--- config.mk ---
export PLATFORM = sky130hd
export DESIGN_NAME = ebsc_top
export DESIGN_NICKNAME = d
export VERILOG_FILES = /design/src/inc/ebsc_pkg.sv /design/src/inc/ebsc_cfg_if.sv /design/src/hw/ebsc_regs.sv /design/src/hw/ebsc_top.sv
export VERILOG_INCLUDE_DIRS = /design/src /design/src/inc
export SDC_FILE = /design/constraint.sdc
export NUM_CORES = 1
export LEC_CHECK = 0
export BUFFER_PORTS_ARGS = -buffer_cell sky130_fd_sc_hd__buf_2
export CAP_MARGIN = 20
export CORE_MARGIN = 8
export CORE_UTILIZATION = 59
export DETAILED_ROUTE_END_ITERATION = 7
export HOLD_SLACK_MARGIN = 0.15
export PLACE_DENSITY = 0.87
export SETUP_SLACK_MARGIN = 0.05
export SLEW_MARGIN = 5
export SYNTH_ARGS = -nofsm -noshare
export SYNTH_HDL_FRONTEND = slang
export SYNTH_SLANG_ARGS = --single-unit
--- constraint.sdc ---
create_clock -name clock -period 3.72 [get_ports clock]
set_input_delay 0.558 -clock clock [delete_from_list [all_inputs] [get_ports clock]]
set_output_delay 0.558 -clock clock [all_outputs]
set_load 0.005 [all_outputs]
--- src/inc/ebsc_map.svh ---
// Purpose: register offsets, field positions, reset values and timing for the state controller
// Assumes: 50 MHz clock, byte-wide register port
// Notes: register map and constants only
// Notes on behaviour
// RULE1: Power-on connects supplies, Standby after 20 ms
// RULE2: Host waits 20 ms before bus access
// RULE3: Standby keeps register port live, accepts settings
// RULE4: Registers hold while battery supply stays
// RULE5: power_good low throughout Standby
// RULE6: Standby to Charge on demand, continuous, start
// RULE7: Host start pulse about 10 us
// RULE8: Charge boosts at current from bits 7:5
// RULE9: Codes 0-3 normal, 4 emergency, floor kept
// RULE10: Charging pauses below battery floor, resumes later
// RULE11: Floor breach over 16 us sets weak flag
// RULE12: Profile zero uses fixed target, else learned
// RULE13: Capacitor never exceeds selected ceiling voltage
// RULE14: Five-bit capacitor code in register 0x05
// RULE15: On-demand goes Active when target reached
// RULE16: Continuous stays in Charge topping up
// RULE17: Active supplies outputs from regulator at level
// RULE18: On-demand force-active enters Active early
// RULE19: On-demand clearing demand returns to Standby
// RULE20: Continuous force-active toggles Active and Charge
// RULE21: Clearing continuous and force returns Standby
// RULE22: Warning flag when enabled and capacitor low
// RULE23: Warning rise pulses power_good low briefly
// RULE24: Warning enable resets to disabled
// RULE25: On-demand power_good high at target and regulated
`ifndef EBSC_MAP_SVH
`define EBSC_MAP_SVH
`define EBSC_ADDR_CONDITION 7'h00
`define EBSC_ADDR_STORAGE 7'h05
`define EBSC_ADDR_PROFILE_LO 7'h07
`define EBSC_ADDR_COMMAND 7'h08
`define EBSC_ADDR_FIRST_SETTING_REGISTER 7'h09
`define EBSC_ADDR_SET2 7'h0a
`define EBSC_ADDR_SET3 7'h0b
`define EBSC_ADDR_SET4 7'h0c
`define EBSC_CMD_ACT 2
`define EBSC_CMD_ECM 1
`define EBSC_CMD_EOD 0
`define EBSC_ST_READY 0
`define EBSC_ST_WEAK 4
`define EBSC_ST_WARN 6
`define EBSC_SET4_CEIL 4
`define EBSC_SET4_WARN_EN 5
`define EBSC_SET3_AUTO 7
`define EBSC_FIRST_SETTING_REGISTER_RESET 8'h0a
`define EBSC_SET2_RESET 8'h00
`define EBSC_SET3_RESET 8'h00
`define EBSC_SET4_RESET 8'h00
`define EBSC_ICH_MAX 3'h4
`define EBSC_CEIL_LOW 4'hb
`define EBSC_CEIL_HIGH 4'hf
`define EBSC_STARTUP_MS 20
`define EBSC_FLOOR_NS 16000
`define EBSC_WARN_PULSE_US 100
`define EBSC_CLK_MHZ 50
`endif

--- src/inc/ebsc_pkg.sv ---
// Purpose: types shared by the state controller files
// Assumes: nothing
// Notes: one-hot state codes
package ebsc_pkg;
    typedef enum logic [3:0] {
        EBSC_STARTUP = 4'h1,
        EBSC_STANDBY = 4'h2,
        EBSC_CHARGE = 4'h4,
        EBSC_ACTIVE = 4'h8
    } ebsc_state_t;
endpackage

--- src/inc/ebsc_cfg_if.sv ---
// Purpose: settings bundle from register file to state core
// Assumes: single clock
// Notes: plain signals, modports per side
`timescale 1ns/1ns
interface ebsc_cfg_if;
    logic demand_enable; // On-demand mode
    logic continuous_enable; // Continuous mode
    logic force_active; // Force-active bit
    logic pin_trigger_select; // Auto mode
    logic warning_enable; // Early warning on
    logic storage_ceiling_sel; // Ceiling choice
    logic [2:0] charge_current_sel; // Charge current code
    logic [2:0] battery_floor_sel; // Battery floor code
    logic [3:0] fixed_target_sel; // Fixed end-of-charge
    logic [3:0] output_level_sel; // Active output level
    logic [3:0] warning_threshold; // Warning level
    logic [5:0] profile; // Optimizer profile
    modport regs (output demand_enable, continuous_enable, force_active, pin_trigger_select,
        warning_enable, storage_ceiling_sel, charge_current_sel, battery_floor_sel,
        fixed_target_sel, output_level_sel, warning_threshold, profile);
    modport core (input demand_enable, continuous_enable, force_active, pin_trigger_select,
        warning_enable, storage_ceiling_sel, charge_current_sel, battery_floor_sel,
        fixed_target_sel, output_level_sel, warning_threshold, profile);
endinterface

--- src/hw/ebsc_regs.sv ---
// Purpose: settings register file for the state controller
// Assumes: byte-wide write strobe from the serial port logic
// Notes: settings survive until reset, i.e. supply loss
`timescale 1ns/1ns
`include "ebsc_map.svh"
module ebsc_regs (
    input wire logic clock,
    input wire logic rst_n,
    input wire logic wr_en,
    input wire logic [6:0] wr_addr,
    input wire logic [7:0] wr_data,
    ebsc_cfg_if.regs cfg
);
    logic [7:0] cmd_reg; // Command byte
    logic [7:0] prof_reg; // Profile low byte
    logic [7:0] first_setting_register_reg; // Output level
    logic [7:0] set2_reg; // Current and floor
    logic [7:0] set3_reg; // Target and auto
    logic [7:0] set4_reg; // Warning and ceiling
    // Write decode, accepted in any state
    wire logic wr_cmd = wr_en && (wr_addr == `EBSC_ADDR_COMMAND); // [RULE3]
    wire logic wr_prof = wr_en && (wr_addr == `EBSC_ADDR_PROFILE_LO);
    wire logic wr_s1 = wr_en && (wr_addr == `EBSC_ADDR_FIRST_SETTING_REGISTER);
    wire logic wr_s2 = wr_en && (wr_addr == `EBSC_ADDR_SET2);
    wire logic wr_s3 = wr_en && (wr_addr == `EBSC_ADDR_SET3);
    wire logic wr_s4 = wr_en && (wr_addr == `EBSC_ADDR_SET4);
    // Registers held until supply loss resets them
    always_ff @(posedge clock) begin
        if (!rst_n) begin // [RULE4]
            cmd_reg <= 8'h00;
            prof_reg <= 8'h00;
            first_setting_register_reg <= `EBSC_FIRST_SETTING_REGISTER_RESET;
            set2_reg <= `EBSC_SET2_RESET;
            set3_reg <= `EBSC_SET3_RESET;
            set4_reg <= `EBSC_SET4_RESET; // [RULE24]
        end else begin
            if (wr_cmd) cmd_reg <= wr_data;
            if (wr_prof) prof_reg <= wr_data;
            if (wr_s1) first_setting_register_reg <= wr_data;
            if (wr_s2) set2_reg <= wr_data;
            if (wr_s3) set3_reg <= wr_data;
            if (wr_s4) set4_reg <= wr_data;
        end
    end
    // Field extraction
    assign cfg.demand_enable = cmd_reg[`EBSC_CMD_EOD];
    assign cfg.continuous_enable = cmd_reg[`EBSC_CMD_ECM];
    assign cfg.force_active = cmd_reg[`EBSC_CMD_ACT];
    assign cfg.profile = {prof_reg[1:0], cmd_reg[7:4]};
    assign cfg.output_level_sel = first_setting_register_reg[3:0];
    assign cfg.charge_current_sel = set2_reg[7:5]; // [RULE8]
    assign cfg.battery_floor_sel = set2_reg[2:0]; // [RULE10]
    assign cfg.fixed_target_sel = set3_reg[3:0];
    assign cfg.pin_trigger_select = set3_reg[`EBSC_SET3_AUTO];
    assign cfg.storage_ceiling_sel = set4_reg[`EBSC_SET4_CEIL];
    assign cfg.warning_enable = set4_reg[`EBSC_SET4_WARN_EN];
    assign cfg.warning_threshold = set3_reg[7:4];
endmodule // ebsc_regs

--- src/hw/ebsc_top.sv ---
// Purpose: operating-state controller for a battery energy buffer
// Assumes: 50 MHz clock; analog compare results arrive as asynchronous levels
// Notes: registers reached over the documented byte port (write strobe, read addr)
`timescale 1ns/1ns
`include "ebsc_map.svh"
module ebsc_top #(
    parameter int STARTUP_CYCLES = `EBSC_STARTUP_MS * 1000 * `EBSC_CLK_MHZ,
    parameter int WARN_CYCLES = `EBSC_WARN_PULSE_US * `EBSC_CLK_MHZ
) (
    input wire logic clock,
    input wire logic rst_n,
    input wire logic wr_en,
    input wire logic [6:0] reg_addr,
    input wire logic [7:0] wr_data,
    output logic [7:0] rd_data,
    input wire logic start_pin,
    input wire logic battery_low,
    input wire logic [4:0] storage_code,
    input wire logic [3:0] learned_target,
    input wire logic regulated_ok,
    output logic power_good,
    output logic supply_from_battery,
    output logic boost_enable,
    output logic [2:0] boost_current,
    output logic [3:0] charge_target,
    output logic regulator_enable,
    output logic [3:0] regulator_level,
    output logic [2:0] floor_level
);
    localparam int FLOOR_CYCLES = (`EBSC_FLOOR_NS * `EBSC_CLK_MHZ + 999) / 1000;
    ebsc_cfg_if cfg ();
    ebsc_pkg::ebsc_state_t state_reg, state_next;
    logic [2:0] start_sync, bat_sync; // Three-stage pin synchronisers
    logic start_seen_reg; // Last agreed start level
    logic bat_low_reg; // Agreed battery-low level
    logic [31:0] boot_cnt_reg; // Startup timer
    logic [15:0] floor_cnt_reg; // Floor breach timer
    logic [31:0] warn_cnt_reg; // Warning pulse timer
    logic weak_reg, warn_reg, warn_prev_reg; // Status flags
    logic [4:0] level_reg; // Captured capacitor code
    logic ready_reg; // Ready level
    // Settings registers
    ebsc_regs u_regs (
        .clock(clock),
        .rst_n(rst_n),
        .wr_en(wr_en),
        .wr_addr(reg_addr),
        .wr_data(wr_data),
        .cfg(cfg)
    );
    // Pin synchronisers
    always_ff @(posedge clock) begin
        if (!rst_n) begin
            start_sync <= 3'h0;
            bat_sync <= 3'h0;
        end else begin
            start_sync <= {start_sync[1:0], start_pin};
            bat_sync <= {bat_sync[1:0], battery_low};
        end
    end
    // Agreed levels once stages two and three match
    always_ff @(posedge clock) begin
        if (!rst_n) begin
            start_seen_reg <= 1'b0;
            bat_low_reg <= 1'b0;
        end else begin
            if (start_sync[1] == start_sync[2]) start_seen_reg <= start_sync[2];
            if (bat_sync[1] == bat_sync[2]) bat_low_reg <= bat_sync[2];
        end
    end
    wire logic start_rise = (start_sync[1] == start_sync[2]) && start_sync[2] && !start_seen_reg;
    // End-of-charge target selection
    // Learned target comes straight from the optimizer pins, not the settings bundle
    wire logic [3:0] chosen_target = (cfg.profile == 6'h00) ? cfg.fixed_target_sel
                                                           : learned_target; // [RULE12]
    // Ceiling code chosen by the ceiling select bit
    wire logic [3:0] ceiling = cfg.storage_ceiling_sel ? `EBSC_CEIL_HIGH : `EBSC_CEIL_LOW;
    wire logic [3:0] eff_target = (chosen_target > ceiling) ? ceiling : chosen_target; // [RULE13]
    wire logic target_hit = (storage_code[4:1] >= eff_target);
    wire logic cap_low = (storage_code[4:1] < cfg.warning_threshold);
    wire logic boot_done = (boot_cnt_reg >= 32'(STARTUP_CYCLES - 1));
    // Next-state decode
    always_comb begin
        state_next = state_reg;
        unique case (state_reg)
            ebsc_pkg::EBSC_STARTUP: begin
                if (boot_done) state_next = ebsc_pkg::EBSC_STANDBY; // [RULE1]
            end
            ebsc_pkg::EBSC_STANDBY: begin
                if (cfg.demand_enable || cfg.continuous_enable ||
                    (cfg.pin_trigger_select && start_rise)) begin
                    state_next = ebsc_pkg::EBSC_CHARGE; // [RULE6]
                end
            end
            ebsc_pkg::EBSC_CHARGE: begin
                if (!cfg.demand_enable && !cfg.continuous_enable && !cfg.force_active
                    && !cfg.pin_trigger_select) begin
                    state_next = ebsc_pkg::EBSC_STANDBY; // [RULE21]
                end else if (cfg.continuous_enable) begin
                    if (cfg.force_active) state_next = ebsc_pkg::EBSC_ACTIVE; // [RULE20]
                    // Otherwise keep topping up [RULE16]
                end else if (cfg.force_active) begin
                    state_next = ebsc_pkg::EBSC_ACTIVE; // [RULE18]
                end else if (target_hit) begin
                    state_next = ebsc_pkg::EBSC_ACTIVE; // [RULE15]
                end
            end
            ebsc_pkg::EBSC_ACTIVE: begin
                if (cfg.continuous_enable) begin
                    if (!cfg.force_active) state_next = ebsc_pkg::EBSC_CHARGE; // [RULE20]
                end else if (!cfg.demand_enable && !cfg.force_active) begin
                    state_next = ebsc_pkg::EBSC_STANDBY; // [RULE19] [RULE21]
                end
            end
        endcase
    end
    // State register
    always_ff @(posedge clock) begin
        if (!rst_n) state_reg <= ebsc_pkg::EBSC_STARTUP;
        else state_reg <= state_next;
    end
    // Startup timer
    always_ff @(posedge clock) begin
        if (!rst_n) boot_cnt_reg <= 32'h0;
        else if (!boot_done) boot_cnt_reg <= boot_cnt_reg + 32'h1;
    end
    // Floor breach timer and weak flag, flag cleared on new charge start
    wire logic in_charge = (state_reg == ebsc_pkg::EBSC_CHARGE);
    always_ff @(posedge clock) begin
        if (!rst_n) begin
            floor_cnt_reg <= 16'h0;
            weak_reg <= 1'b0;
        end else begin
            if (in_charge && bat_low_reg) begin
                if (floor_cnt_reg != 16'hffff) floor_cnt_reg <= floor_cnt_reg + 16'h1;
            end else begin
                floor_cnt_reg <= 16'h0;
            end
            if (in_charge && bat_low_reg && floor_cnt_reg >= 16'(FLOOR_CYCLES)) begin
                weak_reg <= 1'b1; // [RULE11]
            end else if (state_next == ebsc_pkg::EBSC_CHARGE && !in_charge) begin
                weak_reg <= 1'b0;
            end
        end
    end
    // Early warning flag and low pulse on its rise
    wire logic in_active = (state_reg == ebsc_pkg::EBSC_ACTIVE);
    always_ff @(posedge clock) begin
        if (!rst_n) begin
            warn_reg <= 1'b0;
            warn_prev_reg <= 1'b0;
            warn_cnt_reg <= 32'h0;
        end else begin
            warn_prev_reg <= warn_reg;
            if (in_active && cfg.warning_enable && cap_low) warn_reg <= 1'b1; // [RULE22] [RULE24]
            else if (!in_active) warn_reg <= 1'b0;
            if (warn_reg && !warn_prev_reg) warn_cnt_reg <= 32'(WARN_CYCLES); // [RULE23]
            else if (warn_cnt_reg != 32'h0) warn_cnt_reg <= warn_cnt_reg - 32'h1;
        end
    end
    // Ready level and capacitor code capture
    always_ff @(posedge clock) begin
        if (!rst_n) begin
            ready_reg <= 1'b0;
            level_reg <= 5'h00;
        end else begin
            if (in_charge || in_active) level_reg <= storage_code; // [RULE14]
            if (!in_active) ready_reg <= 1'b0; // [RULE5]
            else if (cfg.continuous_enable) ready_reg <= target_hit || ready_reg;
            else ready_reg <= (target_hit && regulated_ok) || ready_reg; // [RULE25]
        end
    end
    // Output and readback registers
    wire logic charging_now = in_charge && !bat_low_reg && !target_hit; // [RULE10]
    wire logic [7:0] cond_word = {1'b0, warn_reg, 1'b0, weak_reg, 3'h0, ready_reg};
    always_ff @(posedge clock) begin
        if (!rst_n) begin
            rd_data <= 8'h00;
            power_good <= 1'b0;
            supply_from_battery <= 1'b1;
            boost_enable <= 1'b0;
            boost_current <= 3'h0;
            charge_target <= 4'h0;
            regulator_enable <= 1'b0;
            regulator_level <= 4'h0;
            floor_level <= 3'h0;
        end else begin
            unique case (reg_addr)
                `EBSC_ADDR_CONDITION: rd_data <= cond_word;
                `EBSC_ADDR_STORAGE: rd_data <= {3'h0, level_reg};
                default: rd_data <= 8'h00;
            endcase
            power_good <= ready_reg && (warn_cnt_reg == 32'h0); // [RULE5] [RULE23]
            supply_from_battery <= !in_active; // [RULE1] [RULE17]
            boost_enable <= charging_now; // [RULE8] [RULE16]
            boost_current <= (cfg.charge_current_sel > `EBSC_ICH_MAX) ? `EBSC_ICH_MAX
                                                                    : cfg.charge_current_sel; // [RULE9]
            charge_target <= eff_target;
            regulator_enable <= in_active; // [RULE17]
            regulator_level <= cfg.output_level_sel;
            floor_level <= cfg.battery_floor_sel; // [RULE9]
        end
    end
endmodule // ebsc_top

=== Word-level counts from Yosys, hierarchy flattened ===
Index checks and enable logic that the tools add are counted.

* Add/sub/neg operators: 3
* Magnitude comparators: 6
* Reductions and logical operators: 48
* Bitwise gates (word level): 1
* Mux-type cells: 23
* Equality and inequality tests: 16

{| class="wikitable"
|+ Operator list
! kind !! number
|-
| 4-bit 2-to-1 mux || 12
|-
| 7-bit by 4-bit equality test with 1-bit output, second input constant || 5
|-
| 32-bit by 1-bit adder with 32-bit output, second input constant || 1
|-
| 32-bit by 20-bit greater-or-equal comparator with 1-bit output, second input constant || 1
|-
| 32-bit zero test || 1
|-
| 32-bit nonzero test || 1
|-
| 32-bit by 1-bit subtractor with 32-bit output, second input constant || 1
|-
| 13-bit 2-to-1 mux || 2
|-
| 1-bit logical AND || 23
|-
| 16-bit by 1-bit adder with 16-bit output, second input constant || 1
|-
| 16-bit by 10-bit greater-or-equal comparator with 1-bit output, second input constant || 1
|-
| 16-bit != test, second input constant || 1
|-
| 4-bit case mux with 4 select lines || 1
|-
| 7-bit by 3-bit equality test with 1-bit output, second input constant || 2
|-
| 7-bit case mux with 2 select lines || 1
|-
| 1-bit zero test || 10
|-
| 4-bit by 3-bit equality test with 1-bit output, second input constant || 2
|-
| 7-bit zero test || 1
|-
| 6-bit zero test || 1
|-
| 3-bit 2-to-1 mux || 2
|-
| 1-bit logical OR || 5
|-
| 1-bit 2-to-1 mux || 5
|-
| 4-bit by 1-bit equality test with 1-bit output, second input constant || 1
|-
| 4-bit by 2-bit equality test with 1-bit output, second input constant || 1
|-
| 11 further kinds || 15
|}

* Register bits after elaboration: 163
* Input port bits: 30

=== Logic depth before layout (Yosys ltp) ===
Gate-level depths: netlist (run 1).

* Word-level depth: 14
* Gate-level depth with buffers: 13
* Depth with buffers taken out: 13

=== Modules after synthesis ===
From an unflattened synthesis (run 1), not the netlist that was laid out.

* Cells, all modules: 709
* Area total of the unflattened synthesis: 6476.2 µm²

{| class="wikitable"
|+ Modules (own cells, without submodules)
! module !! seq. area each (µm²) !! cells an instance !! times used !! area an instance (µm²)
|-
| ebsc_top || 2502.4 || 595 || 1 || 5305.1
|-
| ebsc_regs || 580.6 || 114 || 1 || 1171.1
|}

=== Worst setup path after synthesis (run 1) ===
No wires, ideal clock.

* Kind: reg-to-reg
* Start point: register u_regs.cmd_reg[4]
* End point: register state_reg[3]
* Data arrival time: 3.020 ns
* Required time: 3.600 ns
* Cell stages (with the launch flop): 13
* Slack: 0.580 ns
* Cells stage by stage: dfxtp_1 > nor4_1 > nand2_1 > mux2_2 > ha_1 > a211oi_1 > mux2i_1 > ha_1 > or2_2 > a21oi_1 > a211oi_1 > o21a_1 > o31a_1

* Cells in the longest elaborated chain, start to end: 10

{| class="wikitable"
|+ Ends and longest elaborated chain
! element !! line !! source
|-
| start: declaration || ebsc_regs.sv:14 || <nowiki>logic [7:0] cmd_reg;</nowiki>
|-
| start signal: assignment || ebsc_regs.sv:37 || <nowiki>if (wr_cmd) cmd_reg <= wr_data;</nowiki>
|-
| 6-bit zero test * || ebsc_top.sv:74 || <nowiki>wire logic [3:0] chosen_target = (cfg.profile == 6'h00) ? cfg.fixed_target_sel</nowiki>
|-
| 4-bit 2-to-1 mux * || ebsc_top.sv:74 ||
|-
| 4-bit greater-than comparator || ebsc_top.sv:78 || <nowiki>wire logic [3:0] eff_target = (chosen_target > ceiling) ? ceiling : chosen_target;</nowiki>
|-
| 4-bit 2-to-1 mux * || ebsc_top.sv:78 ||
|-
| 4-bit greater-or-equal comparator * || ebsc_top.sv:79 || <nowiki>wire logic target_hit = (storage_code[4:1] >= eff_target);</nowiki>
|-
| 4-bit 2-to-1 mux * || ebsc_top.sv:104 || <nowiki>end else if (target_hit) begin</nowiki>
|-
| 4-bit 2-to-1 mux * || ebsc_top.sv:102 || <nowiki>end else if (cfg.force_active) begin</nowiki>
|-
| 4-bit 2-to-1 mux * || ebsc_top.sv:99 || <nowiki>end else if (cfg.continuous_enable) begin</nowiki>
|-
| 4-bit 2-to-1 mux * || ebsc_top.sv:96 || <nowiki>if (!cfg.demand_enable && !cfg.continuous_enable && !cfg.force_active</nowiki>
|-
| 4-bit case mux with 4 select lines * || ebsc_top.sv:85 || <nowiki>unique case (state_reg)</nowiki>
|-
| end signal: assignment || ebsc_top.sv:119 || <nowiki>if (!rst_n) state_reg <= ebsc_pkg::EBSC_STARTUP;</nowiki>
|-
| end signal: assignment || ebsc_top.sv:120 || <nowiki>else state_reg <= state_next;</nowiki>
|-
| end: declaration || ebsc_top.sv:32 || <nowiki>ebsc_pkg::ebsc_state_t state_reg, state_next;</nowiki>
|}

Every way passes the cells marked *; elsewhere a longest branch is shown, timed or not.
A chain may end at the register's enable or synchronous reset.

=== Worst setup path after layout (run 1) ===
Ends and elaborated chain as after synthesis.

==> impl_metrics.env, run 1 <==
export IMPL_cts_buffer_depth=2
export IMPL_fill_cells=765
export IMPL_root_buffer="clkbuf_8"
export IMPL_h_tree_depth=4
export IMPL_post_route_util_pct=68.7
export IMPL_grt_first_pass_wirelength_um=25300
export IMPL_status="completed"
export IMPL_regArea_mm2=0.00308
export IMPL_synth_top_area_cell="dfxtp_1"
export IMPL_hold_viol_final=0
export IMPL_synth_compound_area_share_pct=11.6
export IMPL_ir_worst_vdd_mv=0.489
export IMPL_worstPathRequired_ns=4.13
export IMPL_grt_ovfl_total=0
export IMPL_numClockSinks=154
export IMPL_synth_top_family_by_area="simple AND/OR/NAND/NOR gates"
export IMPL_antenna_found_initial=0
export IMPL_drtPass1Iterations=5
export IMPL_synthXorXnorAreaFrac_pct=3.99
export IMPL_ys_types=59
export IMPL_grt_setup_unrepaired="false"
export IMPL_vias=5510
export IMPL_startpoint_type="flip-flop"
export IMPL_hold_end="start_sync[0]"
export IMPL_cts_tree="done"
export IMPL_r2r_start="u_regs.cmd_reg[4]"
export IMPL_worstSetupEndpointType="flip-flop"
export IMPL_setup_tns_ns=0
export IMPL_drc=0
export IMPL_synth_area_leaders="dfxtp_1 47%, mux2i_1 7.1%, nor2_1 5.1%, xor2_1 3.2%, and2_1 3.0%"
export IMPL_yosysSeqAreaShare_pct=46.8
export IMPL_cp_arrival_ns=3.86
export IMPL_via_per_inst=6.04
export IMPL_antenna_cells=0
export IMPL_io_pins=56
export IMPL_grt_use_total_pct=20.8
export IMPL_dpl_hpwl_um=10100
export IMPL_fmax_mhz=290
export IMPL_maxCapViolCount=0
export IMPL_grt_max_degree=61
export IMPL_p_leak_nw=2.90
export IMPL_multi_input_area_mm2=0.00327
export IMPL_routedWlPerCell_um=16.3
export IMPL_synth_async_reset_ratio_pct=0
export IMPL_worstRegToRegCells=12
export IMPL_drt_total_wl_um=14900
export IMPL_yosys_area_share_simple_pct=24.2
export IMPL_clk_latency_ns=0.52
export IMPL_synthMuxAreaShare_pct=7.32
export IMPL_finalMaxSlewViolations=0
export IMPL_grt_pass1_vias=5459
export IMPL_power_density_mw_per_mm2=634
export IMPL_drive_gt1_share_pct=13.3
export IMPL_fin_worst_skew_ns=0.00437
export IMPL_ys_warn_count=0
export IMPL_postRouteAntennaNets=0
export IMPL_clkTransAtPathRegs_ns=0.06
export IMPL_synthAdderAreaFrac_pct=2.47
export IMPL_min_path_cells=2
export IMPL_r2r_end="state_reg[3]"
export IMPL_worst_pin_slew_ns=1.04
export IMPL_drt_iter0_drc=409
export IMPL_min_from="start_pin"
export IMPL_nets=805
export IMPL_critical_path_class="flip-flop to flip-flop"
export IMPL_finalCriticalPeriod_ns=3.45
export IMPL_core_mm2=0.0109
export IMPL_syn_area_mm2=0.00659
export IMPL_die_area_mm2=0.0148
export IMPL_cts_buffers=17
export IMPL_port_buffers=53
export IMPL_dieWidth_um=122
export IMPL_start_util_pct=60.5
export IMPL_synth_edf_count=0
export IMPL_r2r_slack_ns=0.27
export IMPL_setup_viol=0
export IMPL_ys_ff_latch=154
export IMPL_relSlewSlack_pct=30.1
export IMPL_cts_hold_buf=0
export IMPL_fin_crit_sh_pct=92.6
export IMPL_hold_class="input port to flip-flop"
export IMPL_place_gp_congestion=0.901
export IMPL_die_h_um=122
export IMPL_synth_top_area_share_pct=46.8
export IMPL_num_rows=38
export IMPL_area_growth_pct=13.6
export IMPL_worst_path_max_fanout=4
export IMPL_synth_ff_type="dfxtp_1"
export IMPL_syn_area_per_cell_um2=9.20
export IMPL_syn_inst=716
[report_power, final]
| part | leakage, nW | total (mW) | internal (mW) | switching (mW) |
|---|---|---|---|---|
| clock | 0.254 | 1.55 | 0.892 | 0.655 |
| sequential | 1.25 | 1.92 | 1.79 | 0.133 |
| combinational | 1.40 | 1.27 | 0.451 | 0.821 |
| total | 2.90 | 4.74 | 3.13 | 1.61 |
[cell type report]
type	instances	share of cell area, %
sequential	154	41.2
clock inverter	12	1.37
clock buffer	18	5.72
inverter	24	1.20
timing repair buffer	60	4.35
tap	140	2.34
multi-input combinational	505	43.8
[logic make-up (layout without fill, tap and decap cells)]
logic type	after synthesis	in the layout
and+or+nand+nor	294	294
buffers and inverters	58	114
xor gates and xnor gates	30	30
AOI/OAI and AO/OA	118	118
other	1	2
adders and majority gates	13	13
muxes	48	48
DFF	154	154
[layout by cell type, fill, tap and decap left out, types with 3 or more instances in the layout]
master / n
dfxtp_1: 154
nor2_1: 89
buf_2: 53
mux2i_1: 47
nand2_1: 37
a21oi_1: 34
and2_1: 32
o21ai_0: 29
xor2_1: 24
inv_1: 23
nor3_1: 20
or3_1: 18
nand3_1: 16
or4_1: 16
clkbuf_16: 16
ha_1: 13
nor4_1: 11
o31ai_1: 11
o2111ai_1: 10
and3_1: 9
nand2b_1: 9
nand4_1: 8
o211ai_1: 7
nor3b_1: 6
xnor2_1: 6
buf_4: 6
a211oi_1: 5
clkinv_2: 5
and4_1: 4
clkinvlp_4: 4
o21a_1: 3
and3b_1: 3
o41ai_1: 3
a31oi_1: 3
[how the worst max path moves through the flow]
stage,start,endpoint,slack [ns],cells after the start
after CTS,u_regs.cmd_reg[4],state_reg[3],0.16,12
final,u_regs.cmd_reg[4],state_reg[3],0.27,12
after global placement,u_regs.cmd_reg[4],state_reg[3],0.42,12
after floorplan,u_regs.cmd_reg[4],state_reg[3],0.58,12
after global routing,u_regs.cmd_reg[4],state_reg[2],0.03,12
after detailed placement,u_regs.cmd_reg[4],state_reg[3],0.23,12
[stage by stage]
step	power (mW)	cell area [um2]	hold WS, ns	cells	setup WS (ns)
2_1_floorplan	2.92	6590	0.412	717	0.580
3_3_place_gp	3.07	6910	0.422	880	0.416
3_5_place_dp	3.16	6910	0.420	880	0.227
4_1_cts	4.73	7440	0.221	910	0.158
5_1_grt	4.97	7480	0.248	913	0.0343
6_report	4.74	7480	0.239	913	0.274
[routing by layer]
metal,share of wire (%),global-route usage (%)
met2,50,35.4
met5,0,0
met3,4.5,5.00
met1,43,24.2
met4,2.9,10.0
[timing repair]
| action | CTS | global route |
|---|---|---|
| resized for setup | 0 | 1 |
| setup buffers | 0 | 2 |
| setup endpoints to repair | 0 | 2 |
[Yosys cell counts, drive strengths merged, types with 8 or more instances]
| library cell | number |
|---|---|
| nand2 | 37 |
| xor2 | 24 |
| nor2 | 89 |
| and2 | 32 |
| ha | 13 |
| a21oi | 34 |
| inv | 23 |
| o2111ai | 10 |
| o21ai | 30 |
| or4 | 17 |
| o31ai | 11 |
| or3 | 18 |
| nor3 | 21 |
| nand2b | 9 |
| and3 | 9 |
| nor4 | 12 |
| o211ai | 8 |
| mux2i | 47 |
| nand3 | 17 |
| clkbuf | 28 |
| nand4 | 8 |
| dfxtp | 154 |
[worst max-delay path, stage by stage (launching register included)]
cell and delay, ns:
dfxtp_1 0.31, nor4_1 0.28, nand2_1 0.20, mux2_2 0.34, ha_1 0.30, a211oi_2 0.30
mux2i_1 0.29, ha_1 0.27, or2_2 0.28, a21oi_1 0.22, a211oi_1 0.09, o21a_1 0.21
o31a_1 0.23
(Power assumes the default switching activity.)
==> inputs of run 2 (changes only) <==
--- a/config.mk
+++ b/config.mk
@@ -13,6 +13,7 @@
 export DETAILED_ROUTE_END_ITERATION = 7
 export HOLD_SLACK_MARGIN = 0.15
 export PLACE_DENSITY = 0.87
+export RECOVER_POWER = 50
 export SETUP_SLACK_MARGIN = 0.05
 export SLEW_MARGIN = 5
 export SYNTH_ARGS = -nofsm -noshare
==> impl_metrics.env, run 2 (synthesized netlist as in run 1, its figures left out) <==
export IMPL_grt_setup_unrepaired="false"
export IMPL_wl_met1_um=6350
export IMPL_finalCriticalPeriod_ns=3.45
export IMPL_cts_tree="done"
export IMPL_vias=5490
export IMPL_fin_crit_sh_pct=92.8
export IMPL_fin_worst_skew_ns=0.00505
export IMPL_power_density_mw_per_mm2=636
export IMPL_start_util_pct=60.5
export IMPL_post_route_util_pct=68.4
export IMPL_finalPower_mw=4.74
export IMPL_worstPathRequired_ns=4.13
export IMPL_hold_class="input port to flip-flop"
export IMPL_drive_gt1_share_pct=11.0
export IMPL_clkPwrFrac_pct=32.6
export IMPL_crit_slowest_cell="mux2_2"
export IMPL_p_comb_share_pct=26.8
export IMPL_drt_total_wl_um=14900
export IMPL_p_leak_nw=2.81
export IMPL_worstSetupEndpointType="flip-flop"
export IMPL_root_buffer="clkbuf_8"
export IMPL_intPower_mw=3.13
export IMPL_antenna_found_initial=0
export IMPL_finalMaxSlewViolations=0
export IMPL_worst_pin_slew_ns=1.37
export IMPL_worst_path_most_repeated_cell="ha_1"
export IMPL_place_gp_congestion=0.901
export IMPL_routedWlPerCell_um=16.3
export IMPL_drt_iter0_drc=456
export IMPL_io_pins=56
export IMPL_num_rows=38
export IMPL_cp_arrival_ns=3.86
export IMPL_dieWidth_um=122
export IMPL_fill_cells=779
export IMPL_place_ws_ns=0.227
export IMPL_area_growth_pct=13.1
export IMPL_status="completed"
export IMPL_via_per_inst=6.01
export IMPL_maxCapViolCount=0
export IMPL_grt_first_pass_wirelength_um=25300
export IMPL_grt_pass1_vias=5459
export IMPL_startpoint_type="flip-flop"
export IMPL_clkTransAtPathRegs_ns=0.06
export IMPL_placedCellCount=880
export IMPL_die_h_um=122
export IMPL_h_tree_depth=4
export IMPL_antenna_cells=0
export IMPL_worst_slack_ns=0.269
export IMPL_postRouteAntennaNets=0
export IMPL_p_seq_share_pct=40.5
export IMPL_fmax_mhz=290
export IMPL_dpl_hpwl_um=10100
export IMPL_fin_cells=913
export IMPL_nets=805
export IMPL_die_area_mm2=0.0148
export IMPL_cts_hold_buf=0
export IMPL_p_sw_mw=1.61
export IMPL_ir_worst_vdd_mv=0.488
export IMPL_multi_input_area_mm2=0.00327
export IMPL_wl_met3_um=737
export IMPL_clk_latency_ns=0.52
export IMPL_relSlewSlack_pct=8.58
export IMPL_regArea_mm2=0.00308
export IMPL_whs_ns=0.242
export IMPL_drtPass1Iterations=5
export IMPL_setup_viol=0
export IMPL_drc=0
export IMPL_cts_buffers=17
export IMPL_worst_path_max_fanout=4
export IMPL_wl_met2_um=7410
export IMPL_swShare_pct=33.9
export IMPL_hold_viol_final=0
export IMPL_dpl_cell_area_mm2=0.00691
export IMPL_cp_cell_sequence="nor4_1, nand2_1, mux2_2, ha_1, a211oi_2, mux2i_1, ha_1, or2_2, a21oi_1, a211oi_1, o21a_1, o31a_1"
export IMPL_grt_use_total_pct=20.8
export IMPL_final_common_cell="dfxtp_1"
export IMPL_core_mm2=0.0109
export IMPL_grt_max_degree=61
export IMPL_top_layer_used="met4"
export IMPL_fin_area_mm2=0.00745
export IMPL_numClockSinks=154
export IMPL_cts_buffer_depth=2
export IMPL_port_buffers=53
export IMPL_final_cell_mix="154 x dfxtp_1, 89 x nor2_1, 47 x mux2i_1"
export IMPL_slowest_delay_ns=0.34
export IMPL_setup_tns_ns=0
export IMPL_critical_path_class="flip-flop to flip-flop"
export IMPL_grt_ovfl_total=0
==> run 2: cell count changes in the layout (fill, tap and decap cells not counted), sizes merged <==
cell    delta
clkbuf    +19
buf       -19
==> run 2: power by group through the flow <==
stage	sequential, mW	combinational [mW]	clock [mW]
2_1_floorplan	1.91	1.01	0
3_3_place_gp	1.93	1.13	0
3_5_place_dp	1.95	1.21	0
4_1_cts	1.91	1.25	1.56
5_1_grt	1.94	1.40	1.63
6_report	1.92	1.27	1.55
==> run 2: final timing paths <==
path                     start            end  slack [ns]  depth (start not counted)
max          u_regs.cmd_reg[4]   state_reg[3]        0.27                         12
min                  start_pin  start_sync[0]        0.24                          2
max reg2reg  u_regs.cmd_reg[4]   state_reg[3]        0.27                         12
min reg2reg      start_sync[0]  start_sync[1]        0.43                          1
==> run 2: layout make-up <==
cell class / instances / share of cell area (%)
clock buffer: 18 / 5.74
clock inverter: 12 / 1.38
inverter: 24 / 1.21
multi-input combinational: 505 / 43.9
sequential: 154 / 41.4
tap: 140 / 2.35
timing repair buffer: 60 / 4.00
==> run 2: worst max-delay path, delay by kind of cell (launching register included) <==
| family | cells | cell delay (ns) |
|---|---|---|
| AO/OA/AOI/OAI | 5 | 1.05 |
| adder cells (fa/ha/maj) | 2 | 0.57 |
| flip-flops | 1 | 0.31 |
| multiplexers | 2 | 0.63 |
| AND/OR/NAND/NOR | 3 | 0.76 |
==> run 2: what timing repair did <==
action / 4_1_cts / 5_1_grt
setup buffers: 0 / 2
resized for setup: 0 / 1
endpoints found under the setup margin: 0 / 2
==> run 2: routing by layer <==
metal / global-route usage [%] / vias to the layer above
met5: 0 / -
met2: 35.4 / 172
met1: 24.2 / 2636
met4: 10.0 / 0
li1: - / 2645
met3: 5.00 / 37
